--- config.mk ---
export PLATFORM = sky130hd
export DESIGN_NAME = rcg_regs
export DESIGN_NICKNAME = d
export VERILOG_FILES = /design/src/rtl/rcg_pkg.sv /design/src/rtl/rcg_regs.sv
export SDC_FILE = /design/constraint.sdc
export NUM_CORES = 1
export LEC_CHECK = 0
export ABC_CLOCK_PERIOD_IN_PS = 1200
export BUFFER_PORTS_ARGS = -buffer_cell sky130_fd_sc_hd__buf_2
export CAP_MARGIN = 10
export CORE_MARGIN = 2
export CORE_UTILIZATION = 35
export DETAILED_ROUTE_END_ITERATION = 8
export PLACE_DENSITY = 0.7
export SYNTH_ARGS = -nofsm -noshare
export SYNTH_HDL_FRONTEND = slang
export SYNTH_SLANG_ARGS = --single-unit
--- constraint.sdc ---
create_clock -name pclk -period 1.2 [get_ports pclk]
set_input_delay 0.18 -clock pclk [delete_from_list [all_inputs] [get_ports pclk]]
set_output_delay 0.18 -clock pclk [all_outputs]
set_load 0.02 [all_outputs]
--- src/rtl/rcg_pkg.sv ---
// Package holding offsets, field positions and reset values of the bank.
`default_nettype none
package rcg_pkg;
  // ----------------------------------------------------------------------
  // Register map
  // ----------------------------------------------------------------------
  localparam logic [7:0] RCG_IDX_RESPIRATION_CONFIG_TWO  = 8'h0A; // Register index.
  localparam logic [7:0] RCG_IDX_PINS   = 8'h0B; // Register index.
  localparam logic [9:0] RCG_ADDR_RESPIRATION_CONFIG_TWO = {RCG_IDX_RESPIRATION_CONFIG_TWO, 2'b00};
  localparam logic [9:0] RCG_ADDR_PINS  = {RCG_IDX_PINS, 2'b00};
  localparam logic [9:0] RCG_ADDR_MODE  = 10'h040; // Breath mode control.
  // ----------------------------------------------------------------------
  // Field positions
  // ----------------------------------------------------------------------
  localparam int RCG_CAL_BIT  = 7;
  localparam int RCG_FREQ_BIT = 2;
  localparam int RCG_REF_BIT  = 1;
  localparam int RCG_ONE_BIT  = 0;
  localparam int RCG_DIR_LSB  = 2;
  localparam int RCG_DAT_LSB  = 0;
  localparam int RCG_NPINS    = 2;
  // ----------------------------------------------------------------------
  // Reset values
  // ----------------------------------------------------------------------
  localparam logic [7:0] RCG_RESPIRATION_CONFIG_TWO_RST = 8'h03;
  localparam logic [1:0] RCG_DIR_RST   = 2'h3;
  localparam logic [1:0] RCG_DAT_RST   = 2'h0;
  localparam logic [1:0] RCG_MODE_RST  = 2'h0;
endpackage : rcg_pkg
`default_nettype wire

--- src/rtl/rcg_regs.sv ---
// Respiration configuration and general-purpose pin register bank on APB.
`default_nettype none
// Summary of operation
// [RQ1] Bit 7 enables offset calibration, default off.
// [RQ2] Bit 2 picks 32 or 64 kHz. The code forces the select off while breath mode bit 0 is set.
// [RQ3] Variants without respiration: software writes one.
// [RQ4] Bit 1 selects internal or external reference.
// [RQ5] Direction bits: zero output, one input.
// [RQ6] Pin data reads return live pin levels.
// [RQ7] Data write sets level of output pins.
// [RQ8] Data write leaves input pins unaffected.
// [RQ9] Some breath modes take the pins away.
// [RQ10] Software writes fixed values in fixed bits.
module rcg_regs (
  input  wire logic        pclk,
  input  wire logic        presetn,
  input  wire logic        psel,
  input  wire logic        penable,
  input  wire logic        pwrite,
  input  wire logic [11:0] paddr,
  input  wire logic [31:0] pwdata,
  output logic             pready,
  output logic [31:0]      prdata,
  output logic             pslverr,
  input  wire logic [1:0]  pin_in,
  output logic [1:0]       pin_out,
  output logic [1:0]       pin_oe,
  output logic             offset_cal_enable,
  output logic             modulation_freq_select,
  output logic             drive_ref_internal_select,
  output logic             breath_mode_select,
  output logic             pins_taken
);
  import rcg_pkg::*;

  // ----------------------------------------------------------------------
  // Bus decode
  // ----------------------------------------------------------------------
  logic       setup;
  logic       hit_respiration_config_two;
  logic       hit_pins;
  logic       hit_mode;
  logic       mapped;
  logic [7:0] respiration_config_two_q;
  logic [1:0] dir_q;
  logic [1:0] dat_q;
  logic [1:0] mode_q;

  // A setup cycle is answered in the following access cycle.
  assign setup = psel && !penable;
  always_comb begin
    hit_respiration_config_two = 1'b0;
    hit_pins  = 1'b0;
    hit_mode  = 1'b0;
    if (paddr[11:10] != 2'b00) begin
      hit_respiration_config_two = 1'b0;
    end else if (paddr[9:0] == RCG_ADDR_RESPIRATION_CONFIG_TWO) begin
      hit_respiration_config_two = 1'b1;
    end else if (paddr[9:0] == RCG_ADDR_PINS) begin
      hit_pins = 1'b1;
    end else if (paddr[9:0] == RCG_ADDR_MODE) begin
      hit_mode = 1'b1;
    end
    mapped = hit_respiration_config_two | hit_pins | hit_mode;
  end

  // ----------------------------------------------------------------------
  // APB handshake
  // ----------------------------------------------------------------------
  // Pready rises for exactly the access cycle of each transfer.
  always_ff @(posedge pclk or negedge presetn) begin
    if (!presetn) begin
      pready  <= 1'b0;
      pslverr <= 1'b0;
      prdata  <= 32'h0000_0000;
    end else begin
      pready  <= setup;
      pslverr <= setup && !mapped;
      prdata  <= 32'h0000_0000;
      if (setup && !pwrite) begin
        if (hit_respiration_config_two) begin
          prdata <= {24'h00_0000, respiration_config_two_q};
        end else if (hit_pins) begin
          prdata <= {28'h000_0000, dir_q, pin_in}; // [RQ6]
        end else if (hit_mode) begin
          prdata <= {30'h0000_0000, mode_q};
        end
      end
    end
  end

  logic wr;
  assign wr = psel && penable && pwrite && pready;

  // ----------------------------------------------------------------------
  // Respiration configuration register
  // ----------------------------------------------------------------------
  // Fixed bits are stored as written; software keeps them legal.
  always_ff @(posedge pclk or negedge presetn) begin
    if (!presetn) begin
      respiration_config_two_q <= RCG_RESPIRATION_CONFIG_TWO_RST;
    end else if (wr && hit_respiration_config_two) begin
      respiration_config_two_q <= pwdata[7:0]; // [RQ10] [RQ3]
    end
  end

  // Configuration outputs steering the analog front end.
  always_ff @(posedge pclk or negedge presetn) begin
    if (!presetn) begin
      offset_cal_enable         <= RCG_RESPIRATION_CONFIG_TWO_RST[RCG_CAL_BIT];
      modulation_freq_select    <= RCG_RESPIRATION_CONFIG_TWO_RST[RCG_FREQ_BIT];
      drive_ref_internal_select <= RCG_RESPIRATION_CONFIG_TWO_RST[RCG_REF_BIT];
    end else begin
      offset_cal_enable         <= respiration_config_two_q[RCG_CAL_BIT];  // [RQ1]
      // Frequency select only matters in mode zero; one is forced off.
      modulation_freq_select    <= respiration_config_two_q[RCG_FREQ_BIT] &
                                   !mode_q[0]; // [RQ2]
      drive_ref_internal_select <= respiration_config_two_q[RCG_REF_BIT];  // [RQ4]
    end
  end

  // ----------------------------------------------------------------------
  // Breath mode register
  // ----------------------------------------------------------------------
  // Bit 0 is the control mode; bit 1 hands the pins to respiration.
  always_ff @(posedge pclk or negedge presetn) begin
    if (!presetn) begin
      mode_q <= RCG_MODE_RST;
    end else if (wr && hit_mode) begin
      mode_q <= pwdata[1:0];
    end
  end

  always_ff @(posedge pclk or negedge presetn) begin
    if (!presetn) begin
      breath_mode_select <= 1'b0;
      pins_taken         <= 1'b0;
    end else begin
      breath_mode_select <= mode_q[0];
      pins_taken         <= mode_q[1]; // [RQ9]
    end
  end

  // ----------------------------------------------------------------------
  // General-purpose pin register
  // ----------------------------------------------------------------------
  // Direction and data bits; data writes land only on output pins.
  generate
    for (genvar i = 0; i < RCG_NPINS; i++) begin : g_pin
      always_ff @(posedge pclk or negedge presetn) begin
        if (!presetn) begin
          dir_q[i] <= RCG_DIR_RST[i];
          dat_q[i] <= RCG_DAT_RST[i];
        end else if (wr && hit_pins) begin
          dir_q[i] <= pwdata[RCG_DIR_LSB + i]; // [RQ5] [RQ10]
          if (!dir_q[i]) begin
            dat_q[i] <= pwdata[RCG_DAT_LSB + i]; // [RQ7]
          end
        end
      end
      // Drive the pin only as an output and while the pins are ours.
      always_ff @(posedge pclk or negedge presetn) begin
        if (!presetn) begin
          pin_oe[i]  <= 1'b0;
          pin_out[i] <= 1'b0;
        end else begin
          pin_oe[i]  <= !dir_q[i] && !mode_q[1]; // [RQ5] [RQ8] [RQ9]
          pin_out[i] <= dat_q[i]; // [RQ7]
        end
      end
    end
  endgenerate
endmodule : rcg_regs
`default_nettype wire

; ---- Word level (Yosys, flattened, before mapping)
; Cells that the tools add are included.
[op_classes]
n_mux = 13
n_bitwise = 5
n_eq_ne = 3
n_reduce_logical = 21
[ops]
columns = op, n
row1 = "10-bit by 6-bit equality test with 1-bit output, second input constant", 2
row2 = 8-bit two-way mux, 2
row3 = 1-bit logical AND, 11
row4 = "10-bit by 7-bit equality test with 1-bit output, second input constant", 1
row5 = 1-bit two-way mux, 9
row6 = 1-bit logical NOT, 7
row7 = 4-bit two-way mux, 1
row8 = 2-bit AND reduction, 2
row9 = 2-bit two-way mux, 1
row10 = 1-bit inverter, 2
row11 = 1-bit OR, 2
row12 = 2-bit nonzero test, 1
row13 = 1-bit bitwise AND, 1
[word_totals]
input_bits = 51
register_bits = 57

; ---- Logic depth before layout (Yosys ltp)
[logic_depth]
word_depth = 9
mapped_depth = 6

; ---- Worst setup path after synthesis
; OpenSTA, ideal clock, no wires.
[synth_timing]
path_kind = input port to flip-flop
from = input port paddr[1]
to = register respiration_config_two_q[2]
setup_time_ns = 0.125
arrival_time_ns = 1.328
path_stages = 5
setup_slack_ns = -0.253
cell_sequence = nor4_4 nand4_2 nor2b_2 buf_6 mux2_2
[synth_via]
elab_chain_len = 4
[synth_rtl]
columns = element, line
row1 = start: declaration, rcg_regs.sv:20  ; input wire logic [11:0] paddr,
row2 = 10-bit by 6-bit equality test with 1-bit output, rcg_regs.sv:57  ; end else if (paddr[9:0] == RCG_ADDR_RESPIRATION_CONFIG_TWO) begin
row3 = 1-bit two-way mux, rcg_regs.sv:57
row4 = 1-bit two-way mux, rcg_regs.sv:55  ; if (paddr[11:10] != 2'b00) begin
row5 = 1-bit logical AND, rcg_regs.sv:102  ; end else if (wr && hit_respiration_config_two) begin
row6 = end signal: assignment, rcg_regs.sv:103  ; respiration_config_two_q <= pwdata[7:0];
row7 = end: declaration, rcg_regs.sv:44  ; logic [7:0] respiration_config_two_q;
; Every way passes these cells.
; A chain may end at the register's enable or synchronous reset.

; ---- Worst setup path in the final report
[layout_timing]
from = register pready
to = register respiration_config_two_q[7]
[layout_via]
elab_chain_len = 2
[layout_rtl]
columns = element, line
row1 = start: declaration, rcg_regs.sv:22  ; output logic pready,
row2 = start signal: assignment, rcg_regs.sv:77  ; pready <= setup;
row3 = 1-bit logical AND, rcg_regs.sv:93  ; assign wr = psel && penable && pwrite && pready;
row4 = 1-bit logical AND, rcg_regs.sv:102
; Every way passes these cells.

==> impl_metrics.tcl <==
set metrics [dict create \
    route.detailed.drc 0 \
    violations "negative setup slack" \
    drt-total-wl_um 3010 \
    dieArea_sq_um 4811 \
    area_delta_synth_final_pct 37.82 \
    die_w_um 69.36 \
    clock_path_buffers 2 \
    drt-pass1-iter-count 4 \
    final_common_cell "buf_2" \
    path_clk_slew_ns 0.07 \
    first_iter_violations 59 \
    path_buf_inv 1 \
    path_class "reg -> reg" \
    final_hold_viol_count 0 \
    dp_slack_ns -0.3784 \
    htree_num_levels 2 \
    fillers 360 \
    post-route-cell-area_sq_um 2061 \
    drv_cap 0 \
    finalNetCount 237 \
    postRouteAntennaNets 0 \
    dpl.hpwl_um 2238 \
    cp_top_family "simple AND/OR/NAND/NOR gates" \
    gp_congestion 0.8705 \
    crit_path_max_fanout 8 \
    core-area_sq_um 4058 \
    clk_root_buffer_cell "clkbuf_8" \
    grt_pass1_wl_um 4754 \
    initial_utilization_pct 36.85 \
    worst_setup_path_end_kind "register" \
    clk_latency_ns 0.28 \
    period_needed_ns 1.312 \
    yosys_warnings 0 \
    status "finished, violations left" \
    critPathArrivalTime_ns 1.48 \
    fin_crit_sh_pct 109.3 \
    syn_inst 122 \
    grt_max_degree 34 \
    ir_drop_mv 0.4962 \
    synth_area_per_cell_sq_um 12.26 \
    crit_slowest_cell "dfrtp_1" \
    worstSetupStartpointType "register" \
    io_pins 94 \
    fin_skew_ns 0.003725 \
    cts_num_sinks 33 \
    synth.distinct_cells 28 \
    cts_tree "yes" \
    setup_slack_ns -0.1116 \
    maxSlewViolCount 0 \
    vias_per_cell 4.409 \
    die_y_um 69.36 \
    setup_viol_count_final 14 \
    syn-cell-area_sq_um 1495 \
    fmaxAchievable_mhz 762.4 \
    grtUsageTotal_pct 12.77 \
    antenna_found_initial 0 \
    worstHoldPathType "in -> reg" \
    cts_made_buffers 5 \
    grt-ovfl-total 0 \
    antennaDiodeCount 0 \
    final_core_util_pct 50.79 \
    vias 1045 \
    rows 23 \
    p_leak_nw 1.031 \
    cp.required_ns 1.37 \
    io_buffers 45 \
    placed_cell_area_sq_um 1856 \
    powerDensity_nw_per_um2 1171 \
    crit_chain "and4_4, nor2b_4, buf_12, mux2_4" \
    yosysSeqAreaShare_pct 55.65 \
    rsz0062_at_grt "true" \
    wire_per_inst_um 12.70 \
    grt_pass1_vias 1037 \
    critPathMaxStageDelay_ns 0.36 \
    drive_gt1_share_pct 56.15 \
    layout_common_cells "buf_2, dfrtp_1, conb_1" \
    ys_seq_elements 33 \
]
-- registers in the layout, indices dropped and copies added, names as in the netlist --
| name | count |
|---|---|
| pin_oe | 2 |
| mode_q | 2 |
| pslverr | 1 |
| respiration_config_two_q | 8 |
| drive_ref_internal_select | 1 |
| pins_taken | 1 |
| pready | 1 |
| offset_cal_enable | 1 |
| modulation_freq_select | 1 |
| breath_mode_select | 1 |
| dat_q | 2 |
| pin_out | 2 |
| prdata | 8 |
| dir_q | 2 |
-- through the flow --
step                      std cells  hold WS, ns  power, W  TNS, ns
after floorplan                 145      -0.1156  0.001302   -2.931
after global placement          227       0.2215  0.001349   -7.422
after CTS                       236       0.1154  0.002433   -1.550
final                           237       0.1250  0.002412   -1.224
after detailed placement        227       0.2226  0.001350   -7.569
after global routing            237       0.1155  0.002509   -1.971
-- cells in the mapped netlist --
master / n / area (sq um)
nor2_1: 8 / 30.03
buf_2: 1 / 5.000
nor4_4: 1 / 21.27
conb_1: 1 / 3.750
nor2b_2: 1 / 8.760
mux2i_1: 2 / 20.02
nor3_1: 2 / 10.01
mux2_2: 14 / 157.7
o32ai_1: 2 / 17.52
clkbuf_1: 1 / 3.750
nand4_2: 1 / 12.51
nor3_2: 1 / 10.01
nand3_1: 3 / 15.01
buf_4: 24 / 180.2
a21oi_1: 3 / 15.01
inv_1: 1 / 3.750
nand4_1: 2 / 12.51
o21a_1: 3 / 22.52
nor2b_1: 2 / 12.51
and2_1: 4 / 25.02
nor3b_1: 3 / 22.52
and3b_1: 1 / 8.760
dfstp_2: 5 / 131.4
buf_6: 1 / 11.26
and4_1: 1 / 8.760
or2_2: 1 / 6.260
dfrtp_1: 28 / 700.7
nand2_1: 5 / 18.77
-- routing by layer --
layer  global-route usage (%)  routed length [um]
met5                        0                   0
met4                    5.882                  52
met3                    4.215                 224
met2                    21.69                1486
met1                    14.50                1246
-- cells by family (layout without fill, tap and decap cells) --
logic type	Yosys count	count (layout)	share of synthesized area [%]
AO/OA/AOI/OAI	8	8	3.682
buffers and inverters	28	70	13.64
flip-flops	33	33	55.65
multiplexers	16	16	11.88
other	1	24	0.2508
AND/OR/NAND/NOR	36	36	14.90
-- area by class of cell --
class,instances,area [sq um],area share (%)
sequential,33,832.0,40.38
multi-input combinational,84,675.6,32.79
timing repair buffer,61,370.4,17.97
clock buffer,7,86.33,4.189
tap,50,62.56,3.036
clock inverter,1,30.03,1.457
inverter,1,3.754,0.1821
-- worst paths after layout --
kind | startpoint | to | slack [ns] | cells past startpoint
worst min-delay path | pwdata[5] | respiration_config_two_q[5]$_DFFE_PN0P_ | 0.12 | 2
min in group asynchronous | presetn | pin_oe[1]$_DFF_PN0_ | 0.44 | 3
max in group asynchronous | presetn | drive_ref_internal_select$_DFF_PN1_ | 0.43 | 3
worst max register to register | pready$_DFF_PN0_ | respiration_config_two_q[7]$_DFFE_PN0P_ | -0.11 | 4
worst min register to register | respiration_config_two_q[1]$_DFFE_PN1P_ | drive_ref_internal_select$_DFF_PN1_ | 0.38 | 0
worst max-delay path | pready$_DFF_PN0_ | respiration_config_two_q[7]$_DFFE_PN0P_ | -0.11 | 4
-- what timing repair did --
item                       CTS  global route
pin swaps                    1            11
buffers inserted             0             1
gates resized for setup      5            11
setup endpoints to repair   20            22
hold buffers                 1             0
hold endpoints to repair    28             0
-- where the power goes --
part | switching [W] | internal, W
Combinational | 0.000149 | 0.0000727
Clock | 0.000396 | 0.000677
Sequential | 0.00000156 | 0.00112
Power figures use the tool's default switching activity.
